[config.mk]
export PLATFORM = sky130hd
export DESIGN_NAME = pmic_event_irq_wake_control
export DESIGN_NICKNAME = d
export VERILOG_FILES = /design/src/core/pmic_pkg.sv /design/src/core/reg_bus_if.sv /design/src/core/i2c_reg_port.sv /design/src/core/pmic_event_irq_wake_control.sv
export SDC_FILE = /design/constraint.sdc
export NUM_CORES = 1
export LEC_CHECK = 0
export ABC_AREA = 1
export BUFFER_PORTS_ARGS = -buffer_cell sky130_fd_sc_hd__buf_2
export CAP_MARGIN = 40
export CORE_AREA = 2 2 111 194
export DETAILED_ROUTE_END_ITERATION = 8
export DIE_AREA = 0 0 113 196
export GPL_TIMING_DRIVEN = 0
export MAX_ROUTING_LAYER = met4
export PLACE_DENSITY = 0.89
export SYNTH_ARGS = -nofsm -noshare
export SYNTH_HDL_FRONTEND = slang
export SYNTH_HIERARCHICAL = 1
export SYNTH_SLANG_ARGS = --single-unit
[constraint.sdc]
create_clock -name core_clk -period 12.2 [get_ports core_clk]
set_input_delay 0.61 -clock core_clk [delete_from_list [all_inputs] [get_ports core_clk]]
set_output_delay 0.61 -clock core_clk [all_outputs]
set_load 0.1 [all_outputs]
[src/core/pmic_pkg.sv]
package pmic_pkg;
  // Core clock and timing figures.
  localparam int CLK_HZ = 10_000_000;
  localparam int WARMUP_MS = 2;
  localparam int CONV_MS = 4;
  localparam int BATLOW_MS = 5;
  localparam int DEGLITCH_MS = 32;
  localparam int ACK_MS = 128;
  localparam int WARMUP_CYC = (WARMUP_MS * CLK_HZ + 999) / 1000;
  localparam int CONV_CYC = (CONV_MS * CLK_HZ + 999) / 1000;
  localparam int BATLOW_CYC = (BATLOW_MS * CLK_HZ + 999) / 1000;
  localparam int DEGLITCH_CYC = (DEGLITCH_MS * CLK_HZ + 999) / 1000;
  localparam int ACK_CYC = ACK_MS * CLK_HZ / 1000;
  localparam int CNT_W = 21;

  // Register offsets.
  localparam logic [7:0] ADC_CONTROL_STATUS_OFF = 8'h0a;
  localparam logic [7:0] RESULT_OFF = 8'h0b;
  localparam logic [7:0] MASK_OFF = 8'h0c;
  localparam logic [7:0] FLAGS_OFF = 8'h0d;
  localparam logic [7:0] WAKE_OFF = 8'h0e;

  // Field positions.
  localparam int ADC_SRC_LSB = 0;
  localparam int ADC_EN_BIT = 2;
  localparam int ADC_START_BIT = 3;
  localparam int ADC_DONE_BIT = 4;
  localparam int ADC_BUSY_BIT = 5;
  localparam int ADC_RANGE_BIT = 7;
  localparam int ACK_BIT = 4;

  // Reset values.
  localparam logic [7:0] MASK_RST = 8'h00;
  localparam logic [7:0] FLAGS_RST = 8'h00;
  localparam logic [6:0] I2C_ADDR_RST = 7'h30;
  localparam logic [4:0] BATLOW_CODE_RST = 5'h0a;

  // Synchronised pin inputs.
  localparam int IN_W = 10;
  localparam int IN_ADAPTER = 0;
  localparam int IN_USB = 1;
  localparam int IN_BUTTON = 2;
  localparam int IN_ACK = 3;
  localparam int IN_BATT = 4;
  localparam int IN_ALARM = 5;
  localparam int IN_BELOW = 6;
  localparam int IN_THALARM = 7;
  localparam int IN_THSD = 8;
  localparam int IN_TIMER = 9;

  typedef enum logic [2:0] {
    M_OFF = 3'b001,
    M_STANDBY = 3'b010,
    M_ACTIVE = 3'b100
  } mode_t;

  typedef enum logic [8:0] {
    S_IDLE = 9'b000000001,
    S_ADDR = 9'b000000010,
    S_ACK_A = 9'b000000100,
    S_REG = 9'b000001000,
    S_ACK_REG = 9'b000010000,
    S_WDATA = 9'b000100000,
    S_ACK_W = 9'b001000000,
    S_RDATA = 9'b010000000,
    S_ACK_R = 9'b100000000
  } i2c_state_t;
endpackage : pmic_pkg

[src/core/reg_bus_if.sv]
`timescale 1ns/1ps
interface reg_bus_if;
  logic wr;
  logic rd;
  logic [7:0] addr;
  logic [7:0] wdata;
  logic [7:0] rdata;
  modport port (output wr, output rd, output addr, output wdata,
                input rdata);
  modport regs (input wr, input rd, input addr, input wdata,
                output rdata);
endinterface : reg_bus_if

[src/core/i2c_reg_port.sv]
`timescale 1ns/1ps
module i2c_reg_port
  import pmic_pkg::*;
(
  // Clock and reset.
  input wire logic core_clk,
  input wire logic reset,
  // Serial pins.
  input wire logic scl_in,
  input wire logic sda_in,
  output logic sda_oe,
  // Register side.
  reg_bus_if.port bus
);
  typedef struct packed {
    i2c_state_t st;
    logic [1:0] s1;
    logic [1:0] s2;
    logic [1:0] s3;
    logic [1:0] f;
    logic [3:0] bitc;
    logic [7:0] sh;
    logic [7:0] ptr;
    logic rw;
    logic nack;
    logic oe;
  } port_state_t;

  port_state_t r_ff;
  port_state_t nxt_r;
  logic scl_rise;
  logic scl_fall;
  logic start_c;
  logic stop_c;

  assign sda_oe = r_ff.oe;
  assign bus.addr = r_ff.ptr;
  assign bus.wdata = r_ff.sh;

  always_comb begin
    nxt_r = r_ff;
    bus.wr = 1'b0;
    bus.rd = 1'b0;
    nxt_r.s1 = {sda_in, scl_in};
    nxt_r.s2 = r_ff.s1;
    nxt_r.s3 = r_ff.s2;
    for (int i = 0; i < 2; i++) begin
      if (r_ff.s2[i] == r_ff.s3[i]) begin
        nxt_r.f[i] = r_ff.s3[i];
      end
    end
    scl_rise = nxt_r.f[0] & ~r_ff.f[0];
    scl_fall = ~nxt_r.f[0] & r_ff.f[0];
    start_c = r_ff.f[0] & nxt_r.f[0] & r_ff.f[1] & ~nxt_r.f[1];
    stop_c = r_ff.f[0] & nxt_r.f[0] & ~r_ff.f[1] & nxt_r.f[1];
    if (start_c) begin
      nxt_r.st = S_ADDR;
      nxt_r.bitc = 4'h0;
      nxt_r.oe = 1'b0;
    end else if (stop_c) begin
      nxt_r.st = S_IDLE;
      nxt_r.oe = 1'b0;
    end else if (scl_rise) begin
      nxt_r.bitc = r_ff.bitc + 4'h1;
      if (r_ff.st == S_ADDR || r_ff.st == S_REG || r_ff.st == S_WDATA) begin
        nxt_r.sh = {r_ff.sh[6:0], nxt_r.f[1]};
      end
      if (r_ff.st == S_ACK_R) begin
        nxt_r.nack = nxt_r.f[1];
      end
    end else if (scl_fall) begin
      case (r_ff.st)
        S_ADDR: begin
          if (r_ff.bitc == 4'h8) begin
            if (r_ff.sh[7:1] == I2C_ADDR_RST) begin
              nxt_r.oe = 1'b1;
              nxt_r.rw = r_ff.sh[0];
              nxt_r.st = S_ACK_A;
            end else begin
              nxt_r.st = S_IDLE;
            end
          end
        end
        S_ACK_A, S_ACK_R: begin
          if (r_ff.st == S_ACK_R && r_ff.nack) begin
            nxt_r.oe = 1'b0;
            nxt_r.st = S_IDLE;
          end else if (r_ff.rw) begin
            bus.rd = 1'b1;
            nxt_r.sh = bus.rdata;
            nxt_r.oe = ~bus.rdata[7];
            nxt_r.ptr = r_ff.ptr + 8'h01;
            nxt_r.bitc = 4'h0;
            nxt_r.st = S_RDATA;
          end else begin
            nxt_r.oe = 1'b0;
            nxt_r.bitc = 4'h0;
            nxt_r.st = S_REG;
          end
        end
        S_REG, S_WDATA: begin
          if (r_ff.bitc == 4'h8) begin
            nxt_r.oe = 1'b1;
            if (r_ff.st == S_REG) begin
              nxt_r.ptr = r_ff.sh;
              nxt_r.st = S_ACK_REG;
            end else begin
              bus.wr = 1'b1;
              nxt_r.ptr = r_ff.ptr + 8'h01;
              nxt_r.st = S_ACK_W;
            end
          end
        end
        S_ACK_REG, S_ACK_W: begin
          nxt_r.oe = 1'b0;
          nxt_r.bitc = 4'h0;
          nxt_r.st = S_WDATA;
        end
        S_RDATA: begin
          if (r_ff.bitc == 4'h8) begin
            nxt_r.oe = 1'b0;
            nxt_r.st = S_ACK_R;
          end else begin
            nxt_r.sh = {r_ff.sh[6:0], 1'b0};
            nxt_r.oe = ~r_ff.sh[6];
          end
        end
        default: begin
          nxt_r.st = S_IDLE;
        end
      endcase
    end
  end

  always_ff @(posedge core_clk or posedge reset) begin
    if (reset) begin
      r_ff <= '{st: S_IDLE, s1: 2'h3, s2: 2'h3, s3: 2'h3, f: 2'h3,
                bitc: 4'h0, sh: 8'h00, ptr: 8'h00, rw: 1'b0, nack: 1'b0,
                oe: 1'b0};
    end else begin
      r_ff <= nxt_r;
    end
  end
endmodule : i2c_reg_port

[src/core/pmic_event_irq_wake_control.sv]
`timescale 1ns/1ps
// Functional notes
// - Converter starts disabled; enable bit D2 turns it on and off.
// - First enable waits a 2 ms warm-up before converting.
// - Writing start bit D3 from zero to one, with enable bit D2 set in the same write, begins a conversion.
// - Completion after 4 ms sets done bit D4 and the done source together.
// - Interrupt pin pulls low when any unmasked source is captured.
// - Bits 0 and 1 flag adapter connection and removal.
// - Bits 2 and 3 flag USB supply connection and removal.
// - Bit 4 flags the battery alarm level, 200 mV above cut-off.
// - Bit 5 flags the 115 C thermal alarm.
// - Bit 6 flags every finished conversion.
// - Bit 7 flags charger safety timer expiry.
// - Masked sources still latch but do not pull the pin.
// - Reading the flag register clears all flags.
// - Events during the clearing read wait in a hidden buffer.
// - Pending events keep the pin low through the clearing read.
// - Events are captured in standby and kept.
// - Above 160 C the device forces itself into standby.
// - Battery below threshold for 5 ms enters power-off unless the adapter is present.
// - Threshold is a factory code in 50 mV steps with hysteresis.
// - Adapter and USB deglitched 32 ms; adapter wakes except from standby during thermal shutdown.
// - USB with low battery waits until battery reaches the alarm level.
// - Wake bits record the wake source and clear on power-off.
// - System reset pin is low outside active mode.
module pmic_event_irq_wake_control
  import pmic_pkg::*;
#(
  parameter int WARMUP_P = WARMUP_CYC,
  parameter int CONV_P = CONV_CYC,
  parameter int BATLOW_P = BATLOW_CYC,
  parameter int DEGLITCH_P = DEGLITCH_CYC,
  parameter int ACK_P = ACK_CYC
)
(
  // Clock and reset.
  input wire logic core_clk,
  input wire logic reset,
  // Serial register port.
  input wire logic scl_in,
  input wire logic sda_in,
  output logic sda_out,
  output logic sda_oe,
  // Open-drain outputs.
  output logic irq_out_n,
  output logic irq_out_n_oe,
  output logic system_reset_out_n,
  output logic system_reset_out_n_oe,
  // Pin and comparator inputs.
  input wire logic adapter_input,
  input wire logic usb_supply_input,
  input wire logic power_button_input,
  input wire logic power_ack_pin,
  input wire logic battery_present,
  input wire logic battery_alarm_low,
  input wire logic battery_below_level,
  input wire logic thermal_alarm_hot,
  input wire logic thermal_shutdown_hot,
  input wire logic charge_timer_expired,
  // Converter front end.
  output logic adc_enable,
  output logic [1:0] adc_source,
  output logic adc_range,
  output logic adc_convert,
  input wire logic [7:0] adc_code,
  // Mode and trim.
  output logic active_mode,
  output logic [4:0] battery_low_level
);
  typedef struct packed {
    mode_t mode;
    logic [IN_W-1:0] s1;
    logic [IN_W-1:0] s2;
    logic [IN_W-1:0] s3;
    logic [IN_W-1:0] flt;
    logic [1:0] det;
    logic [1:0][CNT_W-1:0] dg_cnt;
    logic [CNT_W-1:0] blo_cnt;
    logic [CNT_W-1:0] ack_cnt;
    logic [CNT_W-1:0] adc_cnt;
    logic adc_en;
    logic adc_start;
    logic adc_done;
    logic adc_rng;
    logic [1:0] adc_src;
    logic warm;
    logic busy;
    logic [7:0] result;
    logic [7:0] mask;
    logic [7:0] flags;
    logic [7:0] pending;
    logic [4:0] wake;
    logic irq;
    logic rst_low;
  } ctl_state_t;

  ctl_state_t r_ff;
  ctl_state_t nxt_r;
  logic [7:0] ev;
  logic flag_rd;
  logic btn_edge;
  reg_bus_if bus ();

  i2c_reg_port port_u (
    .core_clk(core_clk),
    .reset(reset),
    .scl_in(scl_in),
    .sda_in(sda_in),
    .sda_oe(sda_oe),
    .bus(bus)
  );

  function automatic logic hit(input logic [7:0] a, input logic [7:0] off);
    hit = (a == off);
  endfunction : hit

  assign sda_out = 1'b0;
  assign irq_out_n = 1'b0;
  assign irq_out_n_oe = r_ff.irq;
  assign system_reset_out_n = 1'b0;
  assign system_reset_out_n_oe = r_ff.rst_low;
  assign adc_enable = r_ff.adc_en;
  assign adc_source = r_ff.adc_src;
  assign adc_range = r_ff.adc_rng;
  assign adc_convert = r_ff.busy & r_ff.warm;
  assign active_mode = (r_ff.mode == M_ACTIVE);
  assign battery_low_level = BATLOW_CODE_RST;
  assign flag_rd = bus.rd & hit(bus.addr, FLAGS_OFF);

  always_comb begin
    case (1'b1)
      hit(bus.addr, ADC_CONTROL_STATUS_OFF): bus.rdata = {r_ff.adc_rng, 1'b0, r_ff.busy,
        r_ff.adc_done, r_ff.adc_start, r_ff.adc_en, r_ff.adc_src};
      hit(bus.addr, RESULT_OFF): bus.rdata = r_ff.result;
      hit(bus.addr, MASK_OFF): bus.rdata = r_ff.mask;
      hit(bus.addr, FLAGS_OFF): bus.rdata = r_ff.flags;
      hit(bus.addr, WAKE_OFF): bus.rdata = {3'h0, r_ff.wake};
      default: bus.rdata = 8'h00;
    endcase
  end

  always_comb begin
    nxt_r = r_ff;
    ev = 8'h00;
    nxt_r.s1 = {charge_timer_expired, thermal_shutdown_hot,
      thermal_alarm_hot, battery_below_level, battery_alarm_low,
      battery_present, power_ack_pin, power_button_input,
      usb_supply_input, adapter_input};
    nxt_r.s2 = r_ff.s1;
    nxt_r.s3 = r_ff.s2;
    nxt_r.flt = (r_ff.s3 & ~(r_ff.s2 ^ r_ff.s3))
      | (r_ff.flt & (r_ff.s2 ^ r_ff.s3));
    btn_edge = nxt_r.flt[IN_BUTTON] & ~r_ff.flt[IN_BUTTON];
    for (int i = 0; i < 2; i++) begin
      if (r_ff.flt[i] == r_ff.det[i]) begin
        nxt_r.dg_cnt[i] = '0;
      end else if (r_ff.dg_cnt[i] == CNT_W'(DEGLITCH_P - 1)) begin
        nxt_r.dg_cnt[i] = '0;
        nxt_r.det[i] = r_ff.flt[i];
      end else begin
        nxt_r.dg_cnt[i] = r_ff.dg_cnt[i] + 1'b1;
      end
    end
    ev[0] = nxt_r.det[0] & ~r_ff.det[0];
    ev[1] = ~nxt_r.det[0] & r_ff.det[0];
    ev[2] = nxt_r.det[1] & ~r_ff.det[1];
    ev[3] = ~nxt_r.det[1] & r_ff.det[1];
    ev[4] = nxt_r.flt[IN_ALARM] & ~r_ff.flt[IN_ALARM];
    ev[5] = nxt_r.flt[IN_THALARM] & ~r_ff.flt[IN_THALARM];
    ev[7] = nxt_r.flt[IN_TIMER] & ~r_ff.flt[IN_TIMER];
    // Converter control, warm-up and conversion timing.
    if (bus.wr && hit(bus.addr, ADC_CONTROL_STATUS_OFF)) begin
      nxt_r.adc_en = bus.wdata[ADC_EN_BIT];
      nxt_r.adc_rng = bus.wdata[ADC_RANGE_BIT];
      nxt_r.adc_src = bus.wdata[ADC_SRC_LSB +: 2];
      nxt_r.adc_start = bus.wdata[ADC_START_BIT];
      if (bus.wdata[ADC_START_BIT] && !r_ff.adc_start
          && bus.wdata[ADC_EN_BIT]) begin
        nxt_r.busy = 1'b1;
        nxt_r.adc_done = 1'b0;
        if (r_ff.warm) begin
          nxt_r.adc_cnt = '0;
        end
      end
    end
    if (!nxt_r.adc_en) begin
      nxt_r.busy = 1'b0;
    end else if (!r_ff.warm) begin
      if (r_ff.adc_cnt == CNT_W'(WARMUP_P - 1)) begin
        nxt_r.warm = 1'b1;
        nxt_r.adc_cnt = '0;
      end else begin
        nxt_r.adc_cnt = r_ff.adc_cnt + 1'b1;
      end
    end else if (r_ff.busy) begin
      if (r_ff.adc_cnt == CNT_W'(CONV_P - 1)) begin
        nxt_r.busy = 1'b0;
        nxt_r.adc_done = 1'b1;
        nxt_r.result = adc_code;
        ev[6] = 1'b1;
      end else begin
        nxt_r.adc_cnt = r_ff.adc_cnt + 1'b1;
      end
    end
    if (bus.wr && hit(bus.addr, MASK_OFF)) begin
      nxt_r.mask = bus.wdata;
    end
    // Flags latch in every mode; a clearing read diverts new events.
    if (flag_rd) begin
      nxt_r.flags = 8'h00;
      nxt_r.pending = r_ff.pending | ev;
    end else begin
      nxt_r.flags = r_ff.flags | r_ff.pending | ev;
      nxt_r.pending = 8'h00;
    end
    nxt_r.irq = |((nxt_r.flags | nxt_r.pending) & ~r_ff.mask);
    // Battery-low filter and power-acknowledge deadline.
    if (r_ff.flt[IN_BELOW] && r_ff.blo_cnt != CNT_W'(BATLOW_P)) begin
      nxt_r.blo_cnt = r_ff.blo_cnt + 1'b1;
    end else if (!r_ff.flt[IN_BELOW]) begin
      nxt_r.blo_cnt = '0;
    end
    if (bus.wr && hit(bus.addr, WAKE_OFF)) begin
      nxt_r.wake[ACK_BIT] = bus.wdata[ACK_BIT];
    end
    if (r_ff.mode == M_ACTIVE && !r_ff.wake[ACK_BIT]
        && !r_ff.flt[IN_ACK]) begin
      nxt_r.ack_cnt = r_ff.ack_cnt + 1'b1;
    end
    case (r_ff.mode)
      M_OFF: begin
        if (r_ff.det[0]) begin
          nxt_r.mode = M_ACTIVE;
          nxt_r.wake[2] = 1'b1;
        end else if (r_ff.det[1] && !r_ff.flt[IN_ALARM]) begin
          nxt_r.mode = M_ACTIVE;
          nxt_r.wake[3] = 1'b1;
        end else if (r_ff.flt[IN_BATT] && !r_ff.flt[IN_ALARM]) begin
          nxt_r.mode = M_ACTIVE;
          nxt_r.wake[0] = 1'b1;
        end else if (r_ff.flt[IN_BATT] && !r_ff.flt[IN_BELOW]) begin
          nxt_r.mode = M_STANDBY;
        end
      end
      M_STANDBY: begin
        if (r_ff.blo_cnt == CNT_W'(BATLOW_P) && !r_ff.det[0]) begin
          nxt_r.mode = M_OFF;
        end else if (r_ff.flt[IN_THSD]) begin
          nxt_r.mode = M_STANDBY;
        end else if (r_ff.det[0]) begin
          nxt_r.mode = M_ACTIVE;
          nxt_r.wake[2] = 1'b1;
        end else if (r_ff.det[1] && !r_ff.flt[IN_ALARM]) begin
          nxt_r.mode = M_ACTIVE;
          nxt_r.wake[3] = 1'b1;
        end else if (btn_edge) begin
          nxt_r.mode = M_ACTIVE;
          nxt_r.wake[1] = 1'b1;
        end
      end
      M_ACTIVE: begin
        if (r_ff.flt[IN_THSD]) begin
          nxt_r.mode = M_STANDBY;
        end else if (r_ff.blo_cnt == CNT_W'(BATLOW_P) && !r_ff.det[0]) begin
          nxt_r.mode = M_OFF;
        end else if (r_ff.ack_cnt == CNT_W'(ACK_P)) begin
          nxt_r.mode = M_STANDBY;
        end
      end
      default: begin
        nxt_r.mode = M_OFF;
      end
    endcase
    if (nxt_r.mode != M_ACTIVE) begin
      nxt_r.ack_cnt = '0;
    end
    if (nxt_r.mode == M_OFF) begin
      nxt_r.wake = 5'h00;
    end
    nxt_r.rst_low = (nxt_r.mode != M_ACTIVE);
  end

  always_ff @(posedge core_clk or posedge reset) begin
    if (reset) begin
      r_ff <= '0;
      r_ff.mode <= M_OFF;
      r_ff.mask <= MASK_RST;
      r_ff.flags <= FLAGS_RST;
      r_ff.rst_low <= 1'b1;
    end else begin
      r_ff <= nxt_r;
    end
  end

  chk_adc_enable_write: assert property (@(posedge core_clk) disable iff (reset)
    $rose(adc_enable) |-> $past(bus.wr && hit(bus.addr, ADC_CONTROL_STATUS_OFF)))
    else $error("converter enabled without a control write");
  chk_done_raises_src: assert property (@(posedge core_clk) disable iff (reset)
    $rose(r_ff.adc_done) |-> (r_ff.flags[6] || r_ff.pending[6]))
    else $error("done bit set without the done source");
  chk_irq_asserts: assert property (@(posedge core_clk) disable iff (reset)
    (!flag_rd && !bus.wr && |((r_ff.flags | r_ff.pending) & ~r_ff.mask))
    |=> irq_out_n_oe)
    else $error("unmasked flag did not pull the interrupt pin");
  chk_masked_silent: assert property (@(posedge core_clk) disable iff (reset)
    (!bus.wr && ((r_ff.flags | r_ff.pending | ev) & ~r_ff.mask) == 8'h00)
    |=> !irq_out_n_oe)
    else $error("interrupt pin pulled with nothing unmasked");
  chk_read_clears: assert property (@(posedge core_clk) disable iff (reset)
    flag_rd |=> r_ff.flags == 8'h00)
    else $error("flag register not cleared by its read");
  chk_pending_moves: assert property (@(posedge core_clk) disable iff (reset)
    (flag_rd && ev != 8'h00) |-> ##2 ((r_ff.flags & $past(ev, 2))
    == $past(ev, 2)))
    else $error("event during clearing read was lost");
  chk_thermal_standby: assert property (@(posedge core_clk) disable iff (reset)
    (r_ff.mode == M_ACTIVE && r_ff.flt[IN_THSD]) |=> r_ff.mode == M_STANDBY)
    else $error("thermal shutdown did not force standby");
  chk_reset_out_low: assert property (@(posedge core_clk) disable iff (reset)
    (r_ff.mode != M_ACTIVE) |-> system_reset_out_n_oe)
    else $error("system reset released outside active mode");
  chk_wake_cleared: assert property (@(posedge core_clk) disable iff (reset)
    (r_ff.mode == M_OFF) |-> r_ff.wake == 5'h00)
    else $error("wake bits kept in power-off");
endmodule : pmic_event_irq_wake_control

---- After elaboration in Yosys (flattened, before gate mapping) ----
Cells that the tools add are included.
word-level totals
  register bits after elaboration ......... 237
  bits in latches ......................... 0
  memory bits (writable) .................. 0
  memory bits (read-only) ................. 0
  bits of input ports ..................... 22
  output and inout bits ................... 17
  logic and storage cells ................. 323
  memories kept ........................... 0
cells by class
  add/subtract/negate cells ............... 7
  multipliers ............................. 0
  div/mod/pow operators ................... 0
  order comparisons ....................... 0
  equal/unequal tests ..................... 52
  shifts and indexed selects .............. 0
  muxes and demuxes ....................... 130
  bitwise operators ....................... 45
  reduce and logical (&&, ||, !) cells .... 50
operators by type and width
  kind                     count
  $mux W21                 16
  $mux W9                  12
  $add A21 B1 Y21 const B  5
  $mux W8                  9
  $mux W1                  61
  $mux W3                  15
  $pmux W9 S5              1
  $eq A21 B16 Y1 const B   2
  $eq A21 B19 Y1 const B   2
  $eq A8 B4 Y1 const B     5
  $mux W16                 2
  $or A8 B8 Y8             4
  $pmux W8 S2              2
  $mux W27                 1
  $mux W22                 1
  $eq A21 B15 Y1 const B   1
  $eq A21 B21 Y1 const B   1
  $ne A21 B16 Y1 const B   1
  $and A10 B10 Y10         2
  $mux W20                 1
  $and A1 B1 Y1            17
  $not A1 Y1               17
  $ne A2 B1 Y1 const B     8
  $reduce_and A4 Y1        4
  49 further kinds         94

---- Depth between registers and ports, before layout ----
Gate-level depths: netlist of run 1.
  depth after elaboration ................. 16
  depth in mapped cells ................... 18
  mapped depth without buffers ............ 17

---- Hierarchy ----
Netlist of run 1, hierarchy kept.
modules (own cells, without submodules)
  module                       times used  cells an instance  area an instance (um2)  seq. area each (um2)
  pmic_event_irq_wake_control  1           1274               10368.7                 4932.2
  i2c_reg_port                 1           411                2875.3                  1012.2

---- Worst setup path after synthesis of run 1 ----
OpenSTA, ideal clock, no wires.
  path kind ............................... register to register
  start point ............................. reg port_u/r_ff[23] in the netlist's numbering
  end point ............................... reg r_ff[47] in the netlist's numbering
  setup time .............................. 0.124 ns
  data arrival time ....................... 2.887 ns
  data required time ...................... 12.076 ns
  slack ................................... 9.189 ns
  cell stages (with the launch flop) ...... 17
  path buffers ............................ 2
  period minus slack after synthesis ...... 3.011 ns
  cell sequence ........................... dfstp_2 inv_1 ha_1 buf_2 nor2_1 buf_2 inv_1 nor3_1 inv_1 nor2_4 nand4_2 nor2_2 inv_2 nand2_8 inv_8 nand2_2 o21ai_2
RTL lines
  item                    RTL line                            source
  start, declared         i2c_reg_port.sv:29                  port_state_t r_ff;
  start signal, assigned  i2c_reg_port.sv:137                 r_ff <= '{st: S_IDLE, s1: 2'h3, s2: 2'h3, s3: 2'h3, f: 2'h3,
  start signal, assigned  i2c_reg_port.sv:141                 r_ff <= nxt_r;
  end signal, assigned    pmic_event_irq_wake_control.sv:291  r_ff <= nxt_r;
  end, declared           pmic_event_irq_wake_control.sv:97   ctl_state_t r_ff;

==> key figures, run 1 <==
Pwr
  • Overall power: 2.08 mW
  • Leakage: 6.83 nW
  • Pwr/cell area: 143 nW/µm²
  • Worst vdd ir: 0.000119 V

Yosys
  • Top FF cell, synth: dfrtp_1
  • Post-synth EDFFs: 0
  • Mapped Area: 13200 µm²
  • Seq/Total Area, Yosys: 44.9%
  • Syn Area/Cell: 7.86 µm²
  • Unique masters post-synth: 62
  • FFs w/ async S/R, synth: 100%
  • Yosys warnings: 6
  • Syn Inst Count: 1685
  • Flops & latches, synth: 237

Timing
  • Fin crit share: 29.7%
  • Final WS setup: 8.57 ns
  • Worst Skew: 0.0165 ns
  • Final setup fails: 0
  • Worst-margin pin slew: 0.843 ns
  • Fmax: 276 MHz
  • Worst slew margin: 43.4%
  • Final Hold Viols: 0
  • RSZ-0062 raised after global routing: no
  • Setup TNS Final: 0 ns
  • Min cycle time layout: 3.63 ns
  • Max Transition Viols Final: 0

Worst setup path
  • Max Fanout on Critical Path: 10
  • Worst-path cell chain: a21oi_1 -> nor2_1 -> ha_1 -> buf_2 -> nor2_1 -> buf_2 -> inv_1 -> nor3_1 -> buf_2 -> inv_1 -> nor2_4 -> nand4_2 -> nor2_2 -> inv_2 -> nand2_8 -> inv_8 -> nand2_1 -> nand2_1
  • Critical Path Max Stage Delay: 0.68 ns
  • CP startpoint kind: register
  • Crit path kind: register to register
  • Arr. time, crit path: 4.02 ns
  • CP bufs+invs: 7
  • R2R setup slack: 8.57 ns
  • Nature of the critical path endpoint: register
  • Cell family with most CP delay: simple AND/OR/NAND/NOR gates
  • Slowest CP cell: nor3_1
  • CP required: 12.59 ns
  • Cell mode on critical path: buf_2

Placement
  • Area after DPL: 13800 µm²
  • Post-place setup slack: 8.61 ns
  • Placed Cells incl. Taps: 1976
  • Port bufs: 30
  • Detailed Place HPWL: 23.2 mm
  • Routability cong.: 0.968

Final layout
  • Final net count: 1784
  • Antenna diodes: 0
  • Layout cells sized above 1: 13.7%
  • Cell Count, Final, Fillers Out: 2014
  • Synth-to-Final Area Change: 9.93%
  • Most common cell after layout, fill and taps aside: nand2_1
  • Post-route cell area: 14600 µm²
  • Commonest non-fill, non-tap cells in the layout: 359 x nand2_1, 232 x nor2_1, 226 x dfrtp_1

Detailed routing
  • Drt via density: 5.71
  • DRT Pass-1 Iters: 7
  • Initial drt markers: 733
  • DR WL/cell: 15.8 µm
  • DRC viols: 2
  • Routed vias: 11500
  • Drt total wl: 31.8 mm
  • Routed Antenna Nets: 0

GRT
  • First-pass GRT wire length: 53.4 mm
  • Largest net degree at the start of global routing: 128
  • Vias in the first global route: 11700
  • GRT overflow: 0
  • Initial antenna violation count: 0
  • All-layer global routing usage: 30.0%

Die
  • # IOs: 39
  • Die height: 196 µm
  • Initial Util: 64.1%
  • Core area: 20700 µm²
  • Die Width: 113 µm
  • Full die area: 22100 µm²
  • Rows: 70

Outcome
  • Status: complete, but fails checks
  • Failing checks: design-rule violations

CTS
  • Clock root buffer: clkbuf_16
  • Clock sink total: 237
  • CTS Buf Count: 23
  • CTS max path bufs: 3
  • Post-CTS setup buffers: 0
  • Worst skew pair latency: 0.52 ns
  • Clock slew at reported path FFs: 0.07 ns
  • CTS tree: done
  • Post-cts hold buffer count: 0
  • CTS H-tree depth: 1
  • CTS resizes: 0

Flow run
  • Max_cap viols: 0

Hold path
  • HP Class: input port to async pin
-- report_power, final --
part	internal (mW)	switching (mW)
logic	0.142	0.297
registers	0.845	0.0627
clock network	0.435	0.297
-- Yosys cell counts (4+ instances only) --
cell type,number,area [µm²]
a21oi_1,60,300
a21oi_2,5,43.8
a221oi_1,5,43.8
a31oi_1,15,93.8
and3_1,6,37.5
buf_2,7,35.0
buf_4,29,218
buf_6,4,45.0
dfrtp_1,226,5660
dfstp_2,11,289
ha_1,13,163
inv_1,221,830
inv_2,16,60.1
maj3_1,9,90.1
nand2_1,359,1350
nand2_2,19,119
nand2_4,8,90.1
nand3_1,116,581
nand3_2,6,60.1
nand3_4,4,70.1
nand3b_1,9,67.6
nand4_1,36,225
nor2_1,232,871
nor2_2,18,113
nor2_4,9,101
nor3_1,44,220
nor3_4,4,65.1
nor3b_2,5,62.6
nor4_1,7,43.8
o211ai_1,6,45.0
o21a_1,5,37.5
o21ai_0,64,320
o21ai_1,15,75.1
o21ai_2,6,52.6
o22ai_1,9,56.3
xnor2_1,10,87.6
xor2_1,30,263
-- logic make-up (layout without fill, tap and decap cells) --
kind of cell               count (synthesis)  after routing  synth area share, %
AOI/OAI and AO/OA                        202            202                 8.87
xor gates and xnor gates                  40             40                 2.65
adders and majority gates                 22             22                 1.91
buffers and inverters                    284            355                 9.39
DFF                                      237            237                 44.9
muxes                                      1              1               0.0756
other                                      2              8               0.0567
and+or+nand+nor                          897            897                 32.2
-- path summary, 6_finish.rpt --
kind | endpoint | from | depth (start not counted)
worst max register to register | r_ff[60] | port_u/r_ff[23] | 18
worst min-delay path | r_ff[79] | reset | 2
worst min register to register | nxt_r[171] | nxt_r[181] | 0
worst max-delay path | r_ff[60] | port_u/r_ff[23] | 18
max in group asynchronous | r_ff[148] | reset | 3
min in group core_clk | nxt_r[183] | charge_timer_expired | 1
-- per-stage QoR --
stage | hold slack [ns] | utilization, %
after floorplan | 0.331 | -
after global placement | 0.332 | 66.4
after detailed placement | 0.336 | 66.8
after CTS | 0.168 | 70.4
after global routing | 0.180 | 70.4
final | 0.143 | 70.4
-- area by class of cell --
cell class	count	area, µm²
buffer	43	327
clock buffer	28	604
clock inverter	10	155
fill	1603	6110
inverter	241	925
multi-input combinational	1170	6080
sequential	237	5940
tap	252	315
timing repair buffer	33	210
-- routing by layer --
layer	routed length, µm	track usage [%]
met4	1990	17.6
met5	0	-
met2	17200	55.2
met1	11200	30.0
met3	1380	3.55
-- state kept, by name (all words and copies together), names as in the netlist, named ones only --
| name | count |
|---|---|
| port_u/nxt_r | 4 |
| port_u/r_ff | 19 |
| system_reset_out_n_oe | 1 |
| nxt_r | 20 |
| port_u/bus.wdata | 8 |
| irq_out_n_oe | 1 |
| port_u/sda_oe | 1 |
| port_u/bus.addr | 8 |
| adc_range | 1 |
| adc_enable | 1 |
| r_ff | 165 |
| adc_source | 2 |
(Power assumes the default switching activity.)
==> run 2, diff against run 1 <==
Settings changed: CORE_AREA 2 2 111 194 to 2 2 119 207, DIE_AREA 0 0 113 196 to 0 0 121 209, PLACE_DENSITY 0.89 to 0.83.
Clock period 12.2 ns to 3.23 ns, I/O delays scaled along.
==> key figures, run 2 (synthesized netlist as in run 1, its figures left out) <==
Pwr
  • Leakage: 6.99 nW (was 6.83 nW)
  • Worst vdd ir: 0.000454 V (was 0.000119 V)
  • Overall power: 7.98 mW (was 2.08 mW)
  • Pwr/cell area: 532 nW/µm² (was 143 nW/µm²)

Worst setup path
  • Worst setup endpoint: r_ff[47] (was r_ff[60])
  • Arr. time, crit path: 3.51 ns (was 4.02 ns)
  • Levels on crit path: 18 (unchanged)
  • FF-to-FF End: r_ff[47] (was r_ff[60])
  • Nature of the critical path endpoint: register (unchanged)
  • CP bufs+invs: 7 (unchanged)
  • Crit path kind: register to register (unchanged)
  • Worst-path cell chain: a21oi_1 -> nor2_1 -> ha_1 -> buf_2 -> nor2_1 -> buf_4 -> inv_1 -> nor3_4 -> clkbuf_4 -> inv_1 -> nor2_4 -> nand4_4 -> nor2_2 -> inv_2 -> nand2_8 -> inv_8 -> nand2_2 -> o21ai_2 (was a21oi_1 -> nor2_1 -> ha_1 -> buf_2 -> nor2_1 -> buf_2 -> inv_1 -> nor3_1 -> buf_2 -> inv_1 -> nor2_4 -> nand4_2 -> nor2_2 -> inv_2 -> nand2_8 -> inv_8 -> nand2_1 -> nand2_1)
  • R2R setup slack: 0.14 ns (was 8.57 ns)
  • Slowest CP cell: dfstp_2 (was nor3_1)
  • Reg2reg start: port_u/r_ff[23] (unchanged)
  • Reg2reg path depth: 18 (unchanged)
  • Max Fanout on Critical Path: 10 (unchanged)
  • CP required: 3.65 ns (was 12.59 ns)
  • Critical Path Max Stage Delay: 0.39 ns (was 0.68 ns)
  • Crit. Startpoint: port_u/r_ff[23] (unchanged)
  • Cell family with most CP delay: simple AND/OR/NAND/NOR gates (unchanged)
  • CP startpoint kind: register (unchanged)

CTS
  • CTS Buf Count: 23 (unchanged)
  • CTS H-tree depth: 1 (unchanged)
  • Clock root buffer: clkbuf_16 (unchanged)
  • Clock sink total: 237 (unchanged)
  • CTS max path bufs: 3 (unchanged)
  • Worst skew pair latency: 0.54 ns (was 0.52 ns)
  • Clock slew at reported path FFs: 0.06 ns (was 0.07 ns)
  • CTS tree: done (unchanged)

GRT
  • All-layer global routing usage: 26.1% (was 30.0%)
  • Initial antenna violation count: 0 (unchanged)
  • Largest net degree at the start of global routing: 41 (was 128)
  • Vias in the first global route: 11700 (about the same)
  • GRT overflow: 0 (unchanged)
  • First-pass GRT wire length: 52.7 mm (was 53.4 mm)

Final layout
  • Register area: 5940 µm² (unchanged)
  • Area of the multi-input gates: 6100 µm² (was 6080 µm²)
  • Antenna diodes: 0 (unchanged)
  • Layout cells sized above 1: 14.2% (was 13.7%)
  • Post-route cell area: 15000 µm² (was 14600 µm²)
  • Most common cell after layout, fill and taps aside: nand2_1 (unchanged)
  • Synth-to-Final Area Change: 13.2% (was 9.93%)
  • Commonest non-fill, non-tap cells in the layout: 358 x nand2_1, 232 x nor2_1, 226 x dfrtp_1 (was 359 x nand2_1, 232 x nor2_1, 226 x dfrtp_1)
  • Cell Count, Final, Fillers Out: 2099 (was 2014)
  • Largest register FFs: 165 (unchanged)
  • Filler cell count: 1970 (was 1603)
  • Largest Register: r_ff (unchanged)
  • Final net count: 1813 (was 1784)

Timing
  • Worst slew margin: 49.4% (was 43.4%)
  • Min cycle time layout: 3.09 ns (was 3.63 ns)
  • Fmax: 323 MHz (was 276 MHz)
  • Final setup fails: 0 (unchanged)
  • Setup TNS Final: 0 ns (unchanged)
  • Final Hold Viols: 0 (unchanged)
  • Fin crit share: 95.8% (was 29.7%)
  • Worst Skew: 0.0206 ns (was 0.0165 ns)
  • Hold Slack: 0.195 ns (was 0.143 ns)
  • Max Transition Viols Final: 0 (unchanged)
  • Worst-margin pin slew: 0.753 ns (was 0.843 ns)

Detailed routing
  • Routed Antenna Nets: 0 (unchanged)
  • Initial drt markers: 683 (was 733)
  • Drt via density: 5.48 (was 5.71)
  • Drt total wl: 31.0 mm (was 31.8 mm)
  • Routed vias: 11500 (about the same)
  • DRC viols: 0 (was 2)
  • DR WL/cell: 14.7 µm (was 15.8 µm)
  • DRT Pass-1 Iters: 5 (was 7)

Flow run
  • Max_cap viols: 0 (unchanged)

Placement
  • Detailed Place HPWL: 23.5 mm (was 23.2 mm)
  • Routability cong.: 0.992 (was 0.968)
  • Placed Cells incl. Taps: 2036 (was 1976)
  • Port bufs: 30 (unchanged)
  • Area after DPL: 13900 µm² (was 13800 µm²)

Die
  • Initial Util: 55.8% (was 64.1%)
  • Rows: 75 (was 70)
  • Full die area: 25300 µm² (was 22100 µm²)
  • # IOs: 39 (unchanged)
  • Die Width: 121 µm (was 113 µm)
  • Core area: 23700 µm² (was 20700 µm²)
  • Die height: 209 µm (was 196 µm)

Outcome
  • Status: completed (was complete, but fails checks)

Hold path
  • HP Class: input port to async pin (unchanged)
run 2: cell types whose count changed in the layout (fill, tap and decap cells not counted), sizes merged:
cell | before | now
clkbuf | 29 | 27
bufinv | 4 | 5
clkinvlp | 2 | 4
buf | 75 | 82
dlygate4sd3 | 0 | 21
run 2: how the worst min path moves through the flow:
stage / startpoint / to / slack, ns / depth (start not counted)
2_1_floorplan: scl_in / port_u/nxt_r[27] / 0.17 / 0
3_3_place_gp: sda_in / port_u/nxt_r[28] / 0.27 / 1
3_5_place_dp: reset / nxt_r[177] / 0.18 / 2
4_1_cts: reset / nxt_r[177] / 0.17 / 3
5_1_grt: reset / nxt_r[182] / 0.22 / 3
6_report: reset / nxt_r[177] / 0.19 / 3
run 2: area by class of cell:
type                    count  area share, %
clock buffers              25           3.89
clock inverters            13           1.37
plain buffers              43           2.19
repair buffers             62           3.50
inverters                 241           6.14
multi-input cells        1170           40.7
flip-flops and latches    237           39.6
well taps                 308           2.57
run 2: metal layers:
metal / global-route usage (%) / share of wire (%)
met5: - / 0
met4: 13.5 / 5.1
met3: 2.97 / 3.8
met2: 48.1 / 55
met1: 26.5 / 36
run 2: timing repair:
item | 4_1_cts | 5_1_grt
gates resized for setup | 3 | 3
endpoints found under the setup margin | 21 | 18
pin swaps | 0 | 2
hold buffers | 21 | 0
buffers inserted | 0 | 4
cloned | 0 | 0
hold endpoints to repair | 78 | 0
run 2: metrics by stage:
step                      utilization [%]  setup WS (ns)
after floorplan                         -          0.219
after global placement               58.2         -0.650
after detailed placement             58.7         -0.272
after CTS                            63.0         0.0538
after global routing                 63.2        -0.0153
final                                63.2          0.136
run 2: worst reg2reg max path: cells and delay by family (launching register included):
| kind | cells | cell delay (ns) |
|---|---|---|
| flops | 1 | 0.39 |
| buf+inv | 7 | 1.01 |
| fa+ha+maj | 1 | 0.18 |
| compound gates | 2 | 0.21 |
| simple gates | 8 | 1.20 |
run 2: report_power, final:
group / switching, mW / internal (mW)
clock network: 1.17 / 1.70
logic: 1.12 / 0.564
registers: 0.232 / 3.19
==> run 3, diff against run 2 <==
Settings changed: CTS_CLUSTER_SIZE set to 8, PLACE_DENSITY 0.83 to 0.79.
==> key figures, run 3 (synthesized netlist as in run 1, its figures left out) <==
GRT
  • GRT overflow: 0 (unchanged)
  • Initial antenna violation count: 0 (unchanged)
  • All-layer global routing usage: 27.4% (was 26.1%)
  • Vias in the first global route: 12000 (was 11700)
  • Largest net degree at the start of global routing: 40 (was 41)
  • First-pass GRT wire length: 54.5 mm (was 52.7 mm)

Final layout
  • Most common cell after layout, fill and taps aside: nand2_1 (unchanged)
  • Layout cells sized above 1: 14.2% (about the same)
  • Commonest non-fill, non-tap cells in the layout: 358 x nand2_1, 231 x nor2_1, 226 x dfrtp_1 (was 358 x nand2_1, 232 x nor2_1, 226 x dfrtp_1)
  • Cell Count, Final, Fillers Out: 2108 (was 2099)
  • Largest register FFs: 165 (unchanged)
  • Antenna diodes: 0 (unchanged)
  • Synth-to-Final Area Change: 14.5% (was 13.2%)
  • Final net count: 1823 (was 1813)
  • Largest Register: r_ff (unchanged)

Die
  • Core area: 23700 µm² (unchanged)
  • Die height: 209 µm (unchanged)
  • Full die area: 25300 µm² (unchanged)
  • Die Width: 121 µm (unchanged)
  • # IOs: 39 (unchanged)
  • Rows: 75 (unchanged)
  • Initial Util: 55.8% (unchanged)

Timing
  • Min cycle time layout: 2.94 ns (was 3.09 ns)
  • Final setup fails: 0 (unchanged)
  • Max Transition Viols Final: 0 (unchanged)
  • Hold Slack: 0.254 ns (was 0.195 ns)
  • Worst slew margin: 55.0% (was 49.4%)
  • Final WS setup: 0.291 ns (was 0.136 ns)
  • Fmax: 340 MHz (was 323 MHz)
  • Worst Skew: 0.0149 ns (was 0.0206 ns)
  • Fin crit share: 91.0% (was 95.8%)
  • Worst-margin pin slew: 0.670 ns (was 0.753 ns)
  • Final Hold Viols: 0 (unchanged)
  • RSZ-0062 raised after global routing: no

CTS
  • CTS H-tree depth: 2 (was 1)
  • Worst skew pair latency: 0.51 ns (was 0.54 ns)
  • CTS Buf Count: 35 (was 23)
  • Clock slew at reported path FFs: 0.06 ns (about the same)
  • CTS tree: done (unchanged)
  • Clock sink total: 237 (unchanged)
  • CTS max path bufs: 3 (unchanged)
  • Clock root buffer: clkbuf_16 (unchanged)

Worst setup path
  • Arr. time, crit path: 3.33 ns (was 3.51 ns)
  • Crit path kind: register to register (unchanged)
  • FF-to-FF End: r_ff[62] (was r_ff[47])
  • Critical Path Max Stage Delay: 0.38 ns (was 0.39 ns)
  • Max Fanout on Critical Path: 10 (unchanged)
  • CP bufs+invs: 5 (was 7)
  • CP required: 3.62 ns (was 3.65 ns)
  • Reg2reg start: port_u/r_ff[23] (unchanged)
  • CP startpoint kind: register (unchanged)
  • R2R setup slack: 0.29 ns (was 0.14 ns)
  • Cell family with most CP delay: simple AND/OR/NAND/NOR gates (unchanged)
  • Cell mode on critical path: nand2_1
  • Worst-path cell chain: a21oi_1 -> nor2_1 -> ha_1 -> nand4_2 -> inv_2 -> nor2_4 -> nand2_1 -> nor3_4 -> buf_4 -> inv_1 -> nor2_4 -> nand4_4 -> nor2_2 -> inv_2 -> nand2_8 -> inv_8 -> nand2_1 -> nand2_1 (was a21oi_1 -> nor2_1 -> ha_1 -> buf_2 -> nor2_1 -> buf_4 -> inv_1 -> nor3_4 -> clkbuf_4 -> inv_1 -> nor2_4 -> nand4_4 -> nor2_2 -> inv_2 -> nand2_8 -> inv_8 -> nand2_2 -> o21ai_2)
  • Reg2reg path depth: 18 (unchanged)
  • Nature of the critical path endpoint: register (unchanged)
  • Slowest CP cell: dfstp_2 (unchanged)

Pwr
  • Sw Share: 31.1% (was 31.5%)
  • Clock power frac: 39.2% (was 36.0%)
  • Overall power: 8.43 mW (was 7.98 mW)
  • Worst vdd ir: 0.000373 V (was 0.000454 V)
  • Pwr/cell area: 556 nW/µm² (was 532 nW/µm²)
  • Share of power burned in registers: 40.8% (was 42.9%)
  • Combinational fraction of design power: 20.0% (was 21.1%)
  • Leakage: 7.07 nW (was 6.99 nW)
  • Internal power: 5.81 mW (was 5.46 mW)
  • P_sw: 2.62 mW (was 2.52 mW)

Placement
  • Routability cong.: 0.971 (was 0.992)
  • Port bufs: 30 (unchanged)
  • Detailed Place HPWL: 24.0 mm (was 23.5 mm)
  • Placed Cells incl. Taps: 2036 (unchanged)
  • Post-place setup slack: -0.144 ns (was -0.272 ns)

Detailed routing
  • Routed vias: 11500 (about the same)
  • Drt via density: 5.47 (was 5.48)
  • Routed Antenna Nets: 0 (unchanged)
  • Initial drt markers: 708 (was 683)
  • DR WL/cell: 15.3 µm (was 14.7 µm)
  • Drt total wl: 32.2 mm (was 31.0 mm)
  • DRT Pass-1 Iters: 5 (unchanged)
  • DRC viols: 0 (unchanged)

Hold path
  • HP Class: input port to async pin (unchanged)

Outcome
  • Status: completed (unchanged)

Flow run
  • Max_cap viols: 0 (unchanged)
[run 3: cell type report]
type | instances | area (µm²)
timing repair buffer | 60 | 510
clock buffer | 48 | 967
fill | 2042 | 8580
inverter | 241 | 921
clock inverter | 1 | 5.00
buffer | 43 | 329
sequential | 237 | 5940
tap | 308 | 385
multi-input combinational | 1170 | 6100
[run 3: worst max-delay path by stage]
stage / depth (start not counted) / from / end / slack, ns
6_report: 18 / port_u/r_ff[23] / r_ff[62] / 0.29
2_1_floorplan: 16 / port_u/r_ff[23] / r_ff[47] / 0.22
5_1_grt: 18 / port_u/r_ff[23] / r_ff[62] / 0.02
3_5_place_dp: 17 / port_u/r_ff[23] / r_ff[62] / -0.14
3_3_place_gp: 2 / reset / r_ff[47] / -0.72
4_1_cts: 17 / port_u/r_ff[23] / r_ff[62] / 0.04
[run 3: worst register-to-register path: stages (launching register included)]
cell	delay [ns]
dfstp_2	0.38
a21oi_1	0.14
nor2_1	0.09
ha_1	0.22
nand4_2	0.15
inv_2	0.08
nor2_4	0.24
nand2_1	0.20
nor3_4	0.22
buf_4	0.21
inv_1	0.08
nor2_4	0.14
nand4_4	0.15
nor2_2	0.13
inv_2	0.10
nand2_8	0.13
inv_8	0.06
nand2_1	0.05
nand2_1	0.05
[run 3: power groups by stage]
stage	combinational, mW	clock (mW)	sequential (mW)
2_1_floorplan	1.25	0	3.47
6_report	1.69	3.30	3.44
4_1_cts	1.67	3.39	3.43
3_3_place_gp	1.58	0	3.47
5_1_grt	1.88	3.52	3.46
3_5_place_dp	1.64	0	3.48
[run 3: repair_timing]
action | 4_1_cts | 5_1_grt
endpoints found under the hold margin | 50 | 0
hold buffers | 21 | 0
buffers inserted | 0 | 2
pin swaps | 0 | 1
gates resized for setup | 2 | 6
endpoints found under the setup margin | 19 | 20
[run 3: per-layer routing]
layer,GRT usage [%],up-vias,wire (µm)
li1,-,5604,-
met1,26.3,5473,11400
met2,51.0,320,17900
met3,3.74,143,1160
met4,15.8,0,1860
met5,-,-,0
[run 3: per-stage QoR]
| step | utilization, % | instance area, µm² | TNS, ns |
|---|---|---|---|
| 4_1_cts | 63.7 | 15100 | 0 |
| 3_3_place_gp | 58.2 | 13800 | -144.71 |
| 6_report | 63.9 | 15200 | 0 |
| 3_5_place_dp | 58.7 | 13900 | -1.27 |
| 5_1_grt | 63.9 | 15200 | 0 |
| 2_1_floorplan | - | 13300 | 0 |
